$ cat src/rtl/fault_status_pkg.sv
// Package for the fault status byte bank: command codes, bit positions, reset values.
// Assumes a command decoder outside that presents one Read Byte or Write Byte at a time.
package fault_status_pkg;
  localparam logic [7:0] CMD_IOUT_STATUS = 8'h7b;
  localparam logic [7:0] CMD_INPUT_STATUS = 8'h7c;
  localparam logic [7:0] CMD_TEMP_STATUS = 8'h7d;
  localparam logic [7:0] CMD_CML_STATUS = 8'h7e;
  // Supported bit masks of each byte.
  localparam logic [7:0] IOUT_SUPPORTED = 8'hb0;
  localparam logic [7:0] INPUT_LATCHED = 8'he0;
  localparam logic [7:0] TEMP_SUPPORTED = 8'hc0;
  localparam logic [7:0] CML_SUPPORTED = 8'hfa;
  // Bit positions.
  localparam int OC_FAULT_BIT = 7;
  localparam int OC_WARN_BIT = 5;
  localparam int UC_FAULT_BIT = 4;
  localparam int INPUT_OVERVOLTAGE_FAULT_FLAG_BIT = 7;
  localparam int INPUT_OVERVOLTAGE_WARN_FLAG_BIT = 6;
  localparam int INPUT_UNDERVOLTAGE_WARN_FLAG_BIT = 5;
  localparam int INPUT_OFF_BIT = 3;
  localparam int OT_FAULT_BIT = 7;
  localparam int OT_WARN_BIT = 6;
  localparam int BAD_CMD_BIT = 7;
  localparam int BAD_DATA_BIT = 6;
  localparam int PEC_BIT = 5;
  localparam int MEM_BIT = 4;
  localparam int CORE_BIT = 3;
  localparam int OTHER_OTHER_ERROR_FLAG_A_BIT = 1;
  // Reset values.
  localparam logic [7:0] FLAGS_RESET = 8'h00;
  localparam logic INPUT_OFF_RESET = 1'b1;
endpackage : fault_status_pkg

$ cat src/rtl/fault_status_bytes.sv
// Bank of four fault status bytes reached by command code with Read Byte and Write Byte.
// Assumes the PMBus engine outside decodes transactions into strobes synchronous to clk.
// Assumes the alert mask register and the summary byte assembly sit outside this bank.
`timescale 1ns/1ns
`default_nettype none
module fault_status_bytes (
  // Clock and reset.
  input wire logic clk,
  input wire logic sys_rst,
  // Command access from the bus engine.
  input wire logic [7:0] cmd_code,
  input wire logic cmd_read,
  input wire logic cmd_write,
  input wire logic [7:0] cmd_wdata,
  input wire logic clear_faults,
  output logic [7:0] cmd_rdata,
  output logic cmd_rvalid,
  output logic cmd_hit,
  // Fault events from the detectors.
  input wire logic overcurrent_fault_flag,
  input wire logic overcurrent_warn_flag,
  input wire logic undercurrent_fault_flag,
  input wire logic input_overvoltage_fault_flag,
  input wire logic input_overvoltage_warn_flag,
  input wire logic input_undervoltage_warn_flag,
  input wire logic overtemp_fault_flag,
  input wire logic overtemp_warn_flag,
  input wire logic bad_command_flag,
  input wire logic bad_data_flag,
  input wire logic pec_fail_event,
  input wire logic memory_error_event,
  input wire logic logic_core_error_flag,
  input wire logic other_error_flag_a,
  input wire logic back_channel_fault,
  input wire logic loop_follower,
  // Live supply levels.
  input wire logic power_input_rail_above_on,
  input wire logic power_input_rail_below_off,
  input wire logic internal_5v_supply_uvlo,
  // Alert masks, one bit per byte position.
  input wire logic [7:0] iout_alert_mask,
  input wire logic [7:0] input_alert_mask,
  input wire logic [7:0] temp_alert_mask,
  input wire logic [7:0] cml_alert_mask,
  // Status summaries and alert request.
  output logic iout_summary,
  output logic input_summary,
  output logic temp_summary,
  output logic cml_summary,
  output logic alert_request
);
  import fault_status_pkg::*;

  // Registered state of the bank outside the sticky bytes; every output is one of these fields.
  typedef struct packed {
    logic input_off;
    logic seen_turn_on;
    logic [7:0] rdata;
    logic rvalid;
    logic hit;
    logic iout_sum;
    logic input_sum;
    logic temp_sum;
    logic cml_sum;
    logic alert;
  } state_t;

  state_t state_reg;
  state_t state_next;

  // Per-byte set and write-one-to-clear vectors.
  logic [7:0] iout_set;
  logic [7:0] input_set;
  logic [7:0] temp_set;
  logic [7:0] cml_set;
  logic [7:0] iout_w1c;
  logic [7:0] input_w1c;
  logic [7:0] temp_w1c;
  logic [7:0] cml_w1c;
  // Latched flags as the sticky bytes hold them.
  logic [7:0] iout_flags;
  logic [7:0] input_flags;
  logic [7:0] temp_flags;
  logic [7:0] cml_flags;
  // Input byte as read, and the flags allowed to raise the alert.
  logic [7:0] input_byte;
  logic [7:0] input_alert_src;
  // Alert share of each byte after masking.
  logic [3:0] byte_alert;
  // Decoded command code and the merged other-other_error_flag_a source.
  logic code_known;
  logic other_error_flag_a_fault;

  // A follower folds back-channel faults into its own other-other_error_flag_a flag.
  // A leader leaves the back-channel input out, since that fault is not its own.
  assign other_error_flag_a_fault = other_error_flag_a | (loop_follower & back_channel_fault);

  // True for the four codes that this bank answers; any other code is refused.
  assign code_known = (cmd_code == CMD_IOUT_STATUS) || (cmd_code == CMD_INPUT_STATUS) ||
                      (cmd_code == CMD_TEMP_STATUS) || (cmd_code == CMD_CML_STATUS);

  // Set vectors place each detector at its flag's bit position.
  // A detector that stays high keeps its flag set through a clear, since the set wins in that cycle.
  always_comb begin
    // The current byte keeps three supported flags.
    iout_set = 8'h00;
    iout_set[OC_FAULT_BIT] = overcurrent_fault_flag;
    iout_set[OC_WARN_BIT] = overcurrent_warn_flag;
    iout_set[UC_FAULT_BIT] = undercurrent_fault_flag;
    input_set = 8'h00;
    input_set[INPUT_OVERVOLTAGE_FAULT_FLAG_BIT] = input_overvoltage_fault_flag;
    input_set[INPUT_OVERVOLTAGE_WARN_FLAG_BIT] = input_overvoltage_warn_flag;
    input_set[INPUT_UNDERVOLTAGE_WARN_FLAG_BIT] = input_undervoltage_warn_flag;
    temp_set = 8'h00;
    temp_set[OT_FAULT_BIT] = overtemp_fault_flag;
    temp_set[OT_WARN_BIT] = overtemp_warn_flag;
    // A follower's back-channel fault shares the other-other_error_flag_a bit.
    cml_set = 8'h00;
    cml_set[BAD_CMD_BIT] = bad_command_flag;
    cml_set[BAD_DATA_BIT] = bad_data_flag;
    cml_set[PEC_BIT] = pec_fail_event;
    cml_set[MEM_BIT] = memory_error_event;
    cml_set[CORE_BIT] = logic_core_error_flag;
    cml_set[OTHER_OTHER_ERROR_FLAG_A_BIT] = other_error_flag_a_fault;
  end

  // Write Byte to a code turns its data into a write-one-to-clear vector.
  // Unknown codes leave every vector at zero, so stray writes change nothing.
  always_comb begin
    iout_w1c = 8'h00;
    input_w1c = 8'h00;
    temp_w1c = 8'h00;
    cml_w1c = 8'h00;
    if (cmd_write && cmd_code == CMD_IOUT_STATUS) begin
      iout_w1c = cmd_wdata;
    end else if (cmd_write && cmd_code == CMD_INPUT_STATUS) begin
      input_w1c = cmd_wdata;
    end else if (cmd_write && cmd_code == CMD_TEMP_STATUS) begin
      temp_w1c = cmd_wdata;
    end else if (cmd_write && cmd_code == CMD_CML_STATUS) begin
      cml_w1c = cmd_wdata;
    end
  end

  // Sticky bytes; the supported masks force read-only bits to zero.
  // A set and a clear in one cycle leave the flag set, so no event is lost.
  sticky_flag_byte #(.SUPPORTED(IOUT_SUPPORTED)) iout_byte_u (
    .clk(clk),
    .sys_rst(sys_rst),
    .set_in(iout_set),
    .w1c_in(iout_w1c),
    .clear_all(clear_faults),
    .flags(iout_flags)
  );

  sticky_flag_byte #(.SUPPORTED(INPUT_LATCHED)) input_byte_u (
    .clk(clk),
    .sys_rst(sys_rst),
    .set_in(input_set),
    .w1c_in(input_w1c),
    .clear_all(clear_faults),
    .flags(input_flags)
  );

  sticky_flag_byte #(.SUPPORTED(TEMP_SUPPORTED)) temp_byte_u (
    .clk(clk),
    .sys_rst(sys_rst),
    .set_in(temp_set),
    .w1c_in(temp_w1c),
    .clear_all(clear_faults),
    .flags(temp_flags)
  );

  sticky_flag_byte #(.SUPPORTED(CML_SUPPORTED)) cml_byte_u (
    .clk(clk),
    .sys_rst(sys_rst),
    .set_in(cml_set),
    .w1c_in(cml_w1c),
    .clear_all(clear_faults),
    .flags(cml_flags)
  );

  // The input byte carries the live off indicator beside its latched flags.
  // The live bit is not latched, so writes and clears never reach it.
  always_comb begin
    input_byte = input_flags;
    input_byte[INPUT_OFF_BIT] = state_reg.input_off;
  end

  // Alert sources of the input byte exclude the live bit and gate undervoltage warn.
  // Without the gate, an input still ramping up at power-on would raise an alert.
  always_comb begin
    input_alert_src = input_flags;
    input_alert_src[INPUT_OFF_BIT] = 1'b0;
    if (!state_reg.seen_turn_on) begin
      input_alert_src[INPUT_UNDERVOLTAGE_WARN_FLAG_BIT] = 1'b0;
    end
  end

  // Each byte raises its share of the alert only through unmasked flags.
  always_comb begin
    byte_alert[0] = |(iout_flags & ~iout_alert_mask);
    byte_alert[1] = |(input_alert_src & ~input_alert_mask);
    byte_alert[2] = |(temp_flags & ~temp_alert_mask);
    byte_alert[3] = |(cml_flags & ~cml_alert_mask);
  end

  // Next state: live indicator, turn-on memory, read port, summaries, alert.
  always_comb begin
    state_next = state_reg;
    // Hysteresis between turn-on and turn-off thresholds; low 5V inhibits at once.
    if (internal_5v_supply_uvlo || power_input_rail_below_off) begin
      state_next.input_off = 1'b1;
    end else if (power_input_rail_above_on) begin
      state_next.input_off = 1'b0;
    end
    // Remember the first turn-on since reset; it opens the undervoltage alert.
    if (power_input_rail_above_on) begin
      state_next.seen_turn_on = 1'b1;
    end
    // Reads latch their byte, so cmd_rdata holds until the next read.
    state_next.rvalid = cmd_read;
    state_next.hit = 1'b0;
    // Unknown codes read zero and leave hit low.
    if (cmd_read) begin
      state_next.rdata = 8'h00;
      if (cmd_code == CMD_IOUT_STATUS) begin
        state_next.rdata = iout_flags;
        state_next.hit = 1'b1;
      end else if (cmd_code == CMD_INPUT_STATUS) begin
        state_next.rdata = input_byte;
        state_next.hit = 1'b1;
      end else if (cmd_code == CMD_TEMP_STATUS) begin
        state_next.rdata = temp_flags;
        state_next.hit = 1'b1;
      end else if (cmd_code == CMD_CML_STATUS) begin
        state_next.rdata = cml_flags;
        state_next.hit = 1'b1;
      end
    end else if (cmd_write) begin
      state_next.hit = code_known;
    end
    // Summaries and the alert trail the flags by one cycle.
    state_next.iout_sum = |iout_flags;
    state_next.input_sum = |input_flags;
    state_next.temp_sum = |temp_flags;
    state_next.cml_sum = |cml_flags;
    state_next.alert = |byte_alert;
  end

  // State register; the live off indicator starts set.
  // Reset is synchronous, so it takes hold at the next clk edge only.
  always_ff @(posedge clk) begin
    if (sys_rst) begin
      state_reg <= '{
        input_off: INPUT_OFF_RESET,
        seen_turn_on: 1'b0,
        rdata: FLAGS_RESET,
        rvalid: 1'b0,
        hit: 1'b0,
        iout_sum: 1'b0,
        input_sum: 1'b0,
        temp_sum: 1'b0,
        cml_sum: 1'b0,
        alert: 1'b0
      };
    end else begin
      state_reg <= state_next;
    end
  end

  // Outputs come straight from the state register.
  assign cmd_rdata = state_reg.rdata;
  assign cmd_rvalid = state_reg.rvalid;
  assign cmd_hit = state_reg.hit;
  assign iout_summary = state_reg.iout_sum;
  assign input_summary = state_reg.input_sum;
  assign temp_summary = state_reg.temp_sum;
  assign cml_summary = state_reg.cml_sum;
  assign alert_request = state_reg.alert;
endmodule : fault_status_bytes
`default_nettype wire

$ cat src/rtl/sticky_flag_byte.sv
// One byte of sticky flags with write-one-to-clear and a global clear.
// Assumes set inputs are one-cycle or level conditions from the fault detectors.
`timescale 1ns/1ns
`default_nettype none
module sticky_flag_byte #(
  parameter logic [7:0] SUPPORTED = 8'hff
) (
  // Clock and reset.
  input wire logic clk,
  input wire logic sys_rst,
  // Flag control.
  input wire logic [7:0] set_in,
  input wire logic [7:0] w1c_in,
  input wire logic clear_all,
  // Flag state.
  output logic [7:0] flags
);
  import fault_status_pkg::*;

  typedef struct packed {
    logic [7:0] flags;
  } state_t;

  state_t state_reg;
  state_t state_next;

  // Clears drop flags, then sets win; unsupported bits are forced to zero.
  always_comb begin
    state_next = state_reg;
    state_next.flags = state_reg.flags & ~w1c_in;
    if (clear_all) begin
      state_next.flags = FLAGS_RESET;
    end
    state_next.flags = (state_next.flags | set_in) & SUPPORTED;
  end

  // State register.
  always_ff @(posedge clk) begin
    if (sys_rst) begin
      state_reg <= '{flags: FLAGS_RESET};
    end else begin
      state_reg <= state_next;
    end
  end

  assign flags = state_reg.flags;
endmodule : sticky_flag_byte
`default_nettype wire

$ cat config.mk
export PLATFORM = sky130hd
export DESIGN_NAME = fault_status_bytes
export DESIGN_NICKNAME = d
export VERILOG_FILES = /design/src/rtl/fault_status_pkg.sv /design/src/rtl/fault_status_bytes.sv /design/src/rtl/sticky_flag_byte.sv
export SDC_FILE = /design/constraint.sdc
export NUM_CORES = 1
export LEC_CHECK = 0
export BUFFER_PORTS_ARGS = -buffer_cell sky130_fd_sc_hd__clkbuf_2
export CAP_MARGIN = 40
export CORE_MARGIN = 8
export CORE_UTILIZATION = 39
export DETAILED_ROUTE_END_ITERATION = 10
export GPL_TIMING_DRIVEN = 0
export PLACE_DENSITY = 0.75
export SLEW_MARGIN = 5
export SYNTH_ARGS = -nofsm -noshare
export SYNTH_HDL_FRONTEND = slang
export SYNTH_SLANG_ARGS = --single-unit
$ cat constraint.sdc
create_clock -name clk -period 1 [get_ports clk]
set_input_delay 0.2 -clock clk [delete_from_list [all_inputs] [get_ports clk]]
set_output_delay 0.2 -clock clk [all_outputs]
set_load 0.1 [all_outputs]
==> results of run 1 <==
final timing paths:
path | startpoint | to | depth (start not counted)
worst min register to register | input_byte[3] | input_byte[3] | 2
worst max-delay path | temp_byte_u.flags[6] | temp_byte_u.flags[6] | 5
worst min-delay path | sys_rst | cmd_rvalid | 2
worst max register to register | temp_byte_u.flags[6] | temp_byte_u.flags[6] | 5
final cells by class:
class | count | area (um2)
inverter | 18 | 67.6
tap | 48 | 60.1
buffer | 12 | 90.1
sequential | 29 | 604
timing repair buffer | 73 | 654
fill | 319 | 1330
clock inverter | 3 | 17.5
multi-input combinational | 110 | 797
clock buffer | 5 | 68.8
logic make-up (layout without fill, tap and decap cells):
| kind of cell | Yosys count | count (layout) | synth area share |
|---|---|---|---|
| XOR/XNOR | 1 | 1 | 0.00579 |
| buffers and inverters | 36 | 111 | 0.126 |
| other | 1 | 2 | 0.00248 |
| AO/OA/AOI/OAI | 48 | 48 | 0.212 |
| AND/OR/NAND/NOR | 57 | 57 | 0.257 |
| flip-flops | 29 | 29 | 0.383 |
| multiplexers | 2 | 2 | 0.0132 |
routing by layer:
layer	wire [um]	share of wire	track usage
met1	1780	0.38	0.156
met2	2420	0.52	0.260
met3	371	0.080	0.0501
met4	76	0.016	0.0778
met5	0	0	0
worst register-to-register path, delay by kind of cell, from the launching register on:
| family | cells | cell delay, ns |
|---|---|---|
| buffers and inverters | 3 | 0.27 |
| DFF | 1 | 0.34 |
| AOI/OAI and AO/OA | 2 | 0.41 |
Yosys cell counts (2+ instances only):
cell type | number | area (um2)
a21oi_1 | 21 | 105
buf_2 | 2 | 10.0
nor3_1 | 6 | 30.0
a311oi_1 | 6 | 52.6
nand4_1 | 3 | 18.8
nand2_1 | 5 | 18.8
and3_1 | 3 | 18.8
nand3_1 | 2 | 10.0
o21ai_1 | 2 | 10.0
nand2b_1 | 7 | 43.8
and4bb_1 | 3 | 37.5
o22ai_1 | 4 | 25.0
nand4b_1 | 2 | 17.5
nor2b_1 | 6 | 37.5
nor2_1 | 8 | 30.0
inv_1 | 17 | 63.8
buf_4 | 10 | 75.1
a311o_1 | 2 | 20.0
a221oi_1 | 2 | 17.5
a211oi_1 | 3 | 22.5
buf_6 | 2 | 22.5
nor3b_1 | 3 | 22.5
clkbuf_1 | 3 | 11.3
mux2i_1 | 2 | 20.0
dfxtp_1 | 29 | 581
power groups by stage:
stage	logic [mW]	registers [mW]	clock network, mW
5_1_grt	0.737	1.30	1.00
3_3_place_gp	0.574	1.30	0
3_5_place_dp	0.581	1.30	0
2_1_floorplan	0.260	1.42	0
6_report	0.693	1.29	0.935
4_1_cts	0.674	1.28	0.953
what timing repair did:
item / 4_1_cts / 5_1_grt
gates resized for setup: 49 / 12
hold endpoints to repair: 0 / 0
pin swaps: 1 / 3
setup endpoints to repair: 16 / 24
buffers inserted: 5 / 5
metrics by stage:
step / utilization / TNS (ns) / instances
final: 0.640 / -0.365 / 298
after detailed placement: 0.524 / -6.09 / 286
after CTS: 0.621 / -0.302 / 293
after global placement: 0.524 / -5.79 / 286
after global routing: 0.640 / -0.860 / 298
after floorplan: - / -0.367 / 175
==> metrics.cfg, run 1 <==
[timing]
setup_viol=16
timing.final.crit_period_ns=1.09
fin_ws_ns=-0.0868
rsz0062_at_grt=yes
fin_hold_ws_ns=0.0995
fmaxAchievable_mhz=920
final_max_slew_viol_count=0
hold_viol=0
fin_crit_sh=1.09
fin_skew_ns=0.00772

[yosys]
yosysSeqAreaShare=0.383
yosysUniqueCellTypes=46
syn-mean-instance-area_um2=8.70
yosys_warnings=0
synth_edf_count=0
syn_inst=174
synthArstFlopShare=0
ys.flop_type=dfxtp_1
ys_seq_elements=29
synth_area_um2=1510

[min_path]
hp-class=input port to register

[drt]
num_vias=1566
firstDrtPassIters=4
wl_per_cell_um=15.6
wl_mm=4.66
drc_errors=0
viasPerCell=5.26
ant_nets=0
drt_iter0_drc=56

[die]
initial_utilization=0.410
die_x_um=78.3
core_um2=3690
dieArea_um2=6130
rows=22
die_height_um=78.3
ios=87

[power]
p_int_mw=2.01
p_comb_frac=0.237
pwr-share-seq=0.442
swShare=0.312
power_density_nw_per_um2=1240
vdd_drop_max_mv=0.675
switchingPower_uw=911
power_frac_clock=0.320
p_leak_nw=1.05
power_mw=2.92

[grt]
grt_pass1_vias=1644
grt_overflow_total=0
grt_use_total=0.149
grt_pass1_wl_mm=7.41
grt_antenna_before_repair=0
grt_max_degree=11

[layout]
n_antenna_cell=0
mostFrequentLayoutCells=clkbuf_2 (52), a21oi_1 (20), dfxtp_2 (19)
fin_area_um2=2360
layout.nets=321
syn2layout_area_growth_pct=55.9
drive_gt1_frac=0.516
final_common_cell=clkbuf_2

[critical_path]
crit_path_start_kind=register
setup.worst_path.end_class=register
crit_family=compound AO/OA/AOI/OAI gates
critPathMaxFanout=2
ff2ff_setup_slack_ns=-0.09
critical_path.cell_chain=inv_2 -> buf_4 -> buf_6 -> a311o_1 -> a21oi_2
critPathRequiredTime_ns=1.21
slowest_delay_ns=0.34
path_buf_inv=3
crit_type=register to register
cp.arrival_ns=1.30
worst_path_max_delay_cell=dfxtp_2

[clock_network]
cts_buffer_depth=2
clock-sinks=29
cts_max_level=2
clock_latency_ns=0.29
cts-root-buf=clkbuf_8
numCtsBuffers=5
cts_tree=yes
clk_pin_slew_ns=0.06
holdBufCountCts=0

[job]
drv_cap=0

[status]
violations=negative setup slack
outcome=finished, violations left

[placed_design]
io_buffers=63
hpwl_mm=3.57
dp_slack_ns=-0.317
placed_area_um2=1930
gp_congestion=0.952

No activity file was read; power rests on OpenSTA's default activity.
==> run 2, diff against run 1 <==
--- a/config.mk
+++ b/config.mk
@@ -8,10 +8,10 @@
 export BUFFER_PORTS_ARGS = -buffer_cell sky130_fd_sc_hd__clkbuf_2
 export CAP_MARGIN = 40
 export CORE_MARGIN = 8
-export CORE_UTILIZATION = 39
+export CORE_UTILIZATION = 47
 export DETAILED_ROUTE_END_ITERATION = 10
 export GPL_TIMING_DRIVEN = 0
-export PLACE_DENSITY = 0.75
+export PLACE_DENSITY = 0.85
 export SLEW_MARGIN = 5
 export SYNTH_ARGS = -nofsm -noshare
 export SYNTH_HDL_FRONTEND = slang
==> constraint.sdc (replaced) <==
create_clock -name clk -period 1.3 [get_ports clk]
set_input_delay 0.26 -clock clk [delete_from_list [all_inputs] [get_ports clk]]
set_output_delay 0.26 -clock clk [all_outputs]
set_load 0.1 [all_outputs]
==> metrics.cfg, run 2 (same netlist as run 1, synthesis figures left out) <==
[die]
rows=20
core_um2=3050
die_x_um=72.8
die_height_um=72.8
initial_utilization=0.496
dieArea_um2=5290
ios=87

[min_path]
holdPathStages=2
hp-class=input port to register
min_to=cmd_rvalid
worstHoldStart=sys_rst

[clock_network]
cts_buffer_depth=2
clk_pin_slew_ns=0.09
cts_setup_buffers=0
post_cts_resized=20
clock_latency_ns=0.34
cts_max_level=2
cts-root-buf=clkbuf_4
holdBufCountCts=0
clock-sinks=29
numCtsBuffers=5
cts_tree=yes

[critical_path]
critPathMaxFanout=2
critPathRequiredTime_ns=1.04
ff2ff_setup_slack_ns=0.10
crit_path_start_kind=register
crit_type=register to primary output
cp.arrival_ns=1.00
regToRegEndpoint=alert_request
r2r_start=cml_byte_u.flags[3]
r2r_cells=4
setup.worst_path.end_class=primary output

[timing]
setup_viol=0
fin_skew_ns=0.0141
fin_crit_sh=0.968
tightestPinTransition_ns=0.511
fmaxAchievable_mhz=795
final_max_slew_viol_count=0
rsz0062_at_grt=no
slew_headroom=0.659
fin_ws_ns=0.0414
hold_viol=0
timing.final.crit_period_ns=1.26

[layout]
stdcell_count=290
layout.nets=317
n_antenna_cell=0
drive_gt1_frac=0.374
syn2layout_area_growth_pct=33.4
mostFrequentLayoutCells=clkbuf_2 (50), dfxtp_1 (29), a21oi_1 (21)
final_common_cell=clkbuf_2
fin_area_um2=2020
multiInputGateArea_um2=747
nFillCells=292
seq_area_um2=581

[drt]
num_vias=1531
drc_errors=0
drt_iter0_drc=88
ant_nets=0
wl_per_cell_um=14.9
firstDrtPassIters=4
viasPerCell=5.28
wl_mm=4.33

[placed_design]
placed_area_um2=1890
dp.cells=282
io_buffers=63
gp_congestion=0.849
hpwl_mm=3.39
dp_slack_ns=-0.0658

[power]
power_frac_clock=0.278
p_leak_nw=0.939
swShare=0.340
p_int_mw=1.30
vdd_drop_max_mv=0.633
switchingPower_uw=671
p_comb_frac=0.230
pwr-share-seq=0.493
power_density_nw_per_um2=977

[grt]
grt_pass1_wl_mm=6.95
grt_max_degree=11
grt_antenna_before_repair=0
grt_use_total=0.167
grt_pass1_vias=1530
grt_overflow_total=0

[job]
drv_cap=0

[status]
outcome=completed

## run 2: worst max-delay path by stage
stage                        from             endpoint  depth (start not counted)
detailed placement   clear_faults  cml_byte_u.flags[1]                          5
floorplan           alert_request        alert_request                          0
global route         iout_summary         iout_summary                          1
finish               cmd_rdata[6]         cmd_rdata[6]                          2
global placement      cmd_code[7]  cml_byte_u.flags[3]                          6
CTS                  cmd_rdata[5]         cmd_rdata[5]                          2
## run 2: power groups by stage
stage	logic, mW	registers [mW]	clock network (mW)
detailed placement	0.442	0.991	0
global placement	0.435	0.989	0
finish	0.453	0.972	0.548
floorplan	0.196	1.09	0
global route	0.484	0.977	0.605
CTS	0.451	0.971	0.550
## run 2: worst max-delay path, stage by stage, from the launching register on
cell and delay (ns):
dfxtp_1 0.34, buf_4 0.10, clkbuf_8 0.22
## run 2: metal layers
layer / routed length, um / GRT usage
met3: 322 / 0.0522
met2: 2220 / 0.294
met1: 1730 / 0.178
met4: 61 / 0.0689
met5: 0 / 0
## run 2: layout make-up
type | instances | share of cell area
clock inverter | 3 | 0.00867
inverter | 18 | 0.0335
clock buffer | 5 | 0.0186
tap | 44 | 0.0273
multi-input combinational | 110 | 0.370
sequential | 29 | 0.287
buffer | 18 | 0.0607
timing repair buffer | 63 | 0.194
## run 2: per-stage QoR
stage	TNS, ns	power, mW	util	hold WS [ns]
finish	0	1.97	0.661	0.103
global route	0	2.07	0.661	0.0998
CTS	0	1.97	0.659	0.0979
detailed placement	-0.497	1.43	0.618	0.455
global placement	-0.340	1.42	0.618	0.449
floorplan	0	1.28	-	0.340
==> run 3, diff against run 2 <==
--- a/config.mk
+++ b/config.mk
@@ -12,6 +12,7 @@
 export DETAILED_ROUTE_END_ITERATION = 10
 export GPL_TIMING_DRIVEN = 0
 export PLACE_DENSITY = 0.85
+export REMOVE_ABC_BUFFERS = 1
 export SLEW_MARGIN = 5
 export SYNTH_ARGS = -nofsm -noshare
 export SYNTH_HDL_FRONTEND = slang
==> metrics.cfg, run 3 (same netlist as run 1, synthesis figures left out) <==
[grt]
grt_use_total=0.153
grt_antenna_before_repair=0
grt_pass1_wl_mm=6.25
grt_pass1_vias=1412
grt_overflow_total=0
grt_max_degree=30

[drt]
drt_iter0_drc=58
num_vias=1466
viasPerCell=5.37
firstDrtPassIters=4
wl_per_cell_um=14.4
wl_mm=3.92
ant_nets=0
drc_errors=0

[placed_design]
placed_area_um2=1770
dp.cells=265
io_buffers=64
hpwl_mm=3.11
gp_congestion=0.887
dp_slack_ns=-0.273

[power]
power_density_nw_per_um2=1030
p_comb_frac=0.224
p_leak_nw=0.848
pwr-share-seq=0.509
swShare=0.319
vdd_drop_max_mv=0.430
power_frac_clock=0.267
p_int_mw=1.30
switchingPower_uw=607

[min_path]
hp-class=input port to register
min_to=input_byte[3]
holdPathStages=3
worstHoldStart=internal_5v_supply_uvlo

[critical_path]
regToRegEndpoint=alert_request
r2r_start=cml_byte_u.flags[3]
crit_family=flip-flops
path_buf_inv=1
r2r_cells=4
worst_path_max_delay_cell=dfxtp_1
cp.arrival_ns=0.98
critPathMaxFanout=2
crit_path_start_kind=register
slowest_delay_ns=0.33
crit_type=register to primary output
critPathRequiredTime_ns=1.04
ff2ff_setup_slack_ns=0.14
setup.worst_path.end_class=primary output
critical_path.cell_chain=clkbuf_4

[die]
rows=20
initial_utilization=0.496
die_height_um=72.8
die_x_um=72.8
dieArea_um2=5290
ios=87
core_um2=3050

[clock_network]
cts-root-buf=clkbuf_4
clk_pin_slew_ns=0.09
clock-sinks=29
cts_max_level=2
cts_buffer_depth=2
cts_tree=yes
holdBufCountCts=0
numCtsBuffers=5
clock_latency_ns=0.33

[status]
outcome=completed

[timing]
fin_hold_ws_ns=0.121
tns_ns=0
setup_viol=0
slew_headroom=0.594
fin_ws_ns=0.0561
tightestPinTransition_ns=0.610
rsz0062_at_grt=no
fmaxAchievable_mhz=804
hold_viol=0
fin_crit_sh=0.957
final_max_slew_viol_count=0
fin_skew_ns=0.00786
timing.final.crit_period_ns=1.24

[layout]
syn2layout_area_growth_pct=22.4
fin_area_um2=1850
nFillCells=316
n_antenna_cell=0
final_common_cell=clkbuf_2
seq_area_um2=581
multiInputGateArea_um2=748
stdcell_count=273
mostFrequentLayoutCells=clkbuf_2 (51), dfxtp_1 (29), a21oi_1 (21)
layout.nets=300
drive_gt1_frac=0.336

[job]
drv_cap=0

==> run 3: per-stage QoR <==
step	utilization	power, mW
6_report	0.607	1.90
5_1_grt	0.607	2.01
4_1_cts	0.607	1.92
3_5_place_dp	0.580	1.41
3_3_place_gp	0.580	1.40
2_1_floorplan	-	1.24
==> run 3: layout make-up <==
class,count,area share
Multi-Input combinational cell,110,0.404
Sequential cell,29,0.313
Timing Repair Buffer,64,0.190
Inverter,18,0.0365
Tap cell,44,0.0297
Clock buffer,8,0.0263
==> run 3: how the worst max path moves through the flow <==
stage,startpoint,cells past startpoint,to
final,cmd_rdata[3],1,cmd_rdata[3]
after floorplan,cmd_rdata[5],2,cmd_rdata[5]
after global routing,cmd_rvalid,1,cmd_rvalid
after global placement,cmd_code[0],5,cmd_rdata[5]
after detailed placement,cmd_code[0],5,cmd_rdata[5]
after CTS,cmd_rdata[7],1,cmd_rdata[7]
==> run 3: timing repair <==
action / CTS / global route
setup endpoints to repair: 13 / 7
cloned: 0 / 0
gates resized for setup: 13 / 7
setup buffers: 0 / 0
==> run 3: power groups by stage <==
stage	logic, mW	clock network, mW	registers [mW]
finish	0.426	0.508	0.970
global route	0.459	0.575	0.975
CTS	0.425	0.528	0.969
detailed placement	0.418	0	0.990
global placement	0.411	0	0.989
floorplan	0.154	0	1.09
==> run 3: metal layers <==
layer  GRT usage  up-vias  share of wire
met3      0.0879       11           0.11
met2       0.243       60           0.47
met1       0.159      667           0.40
met5           0        -              0
met4      0.0733        0          0.020
li1            -      728              -
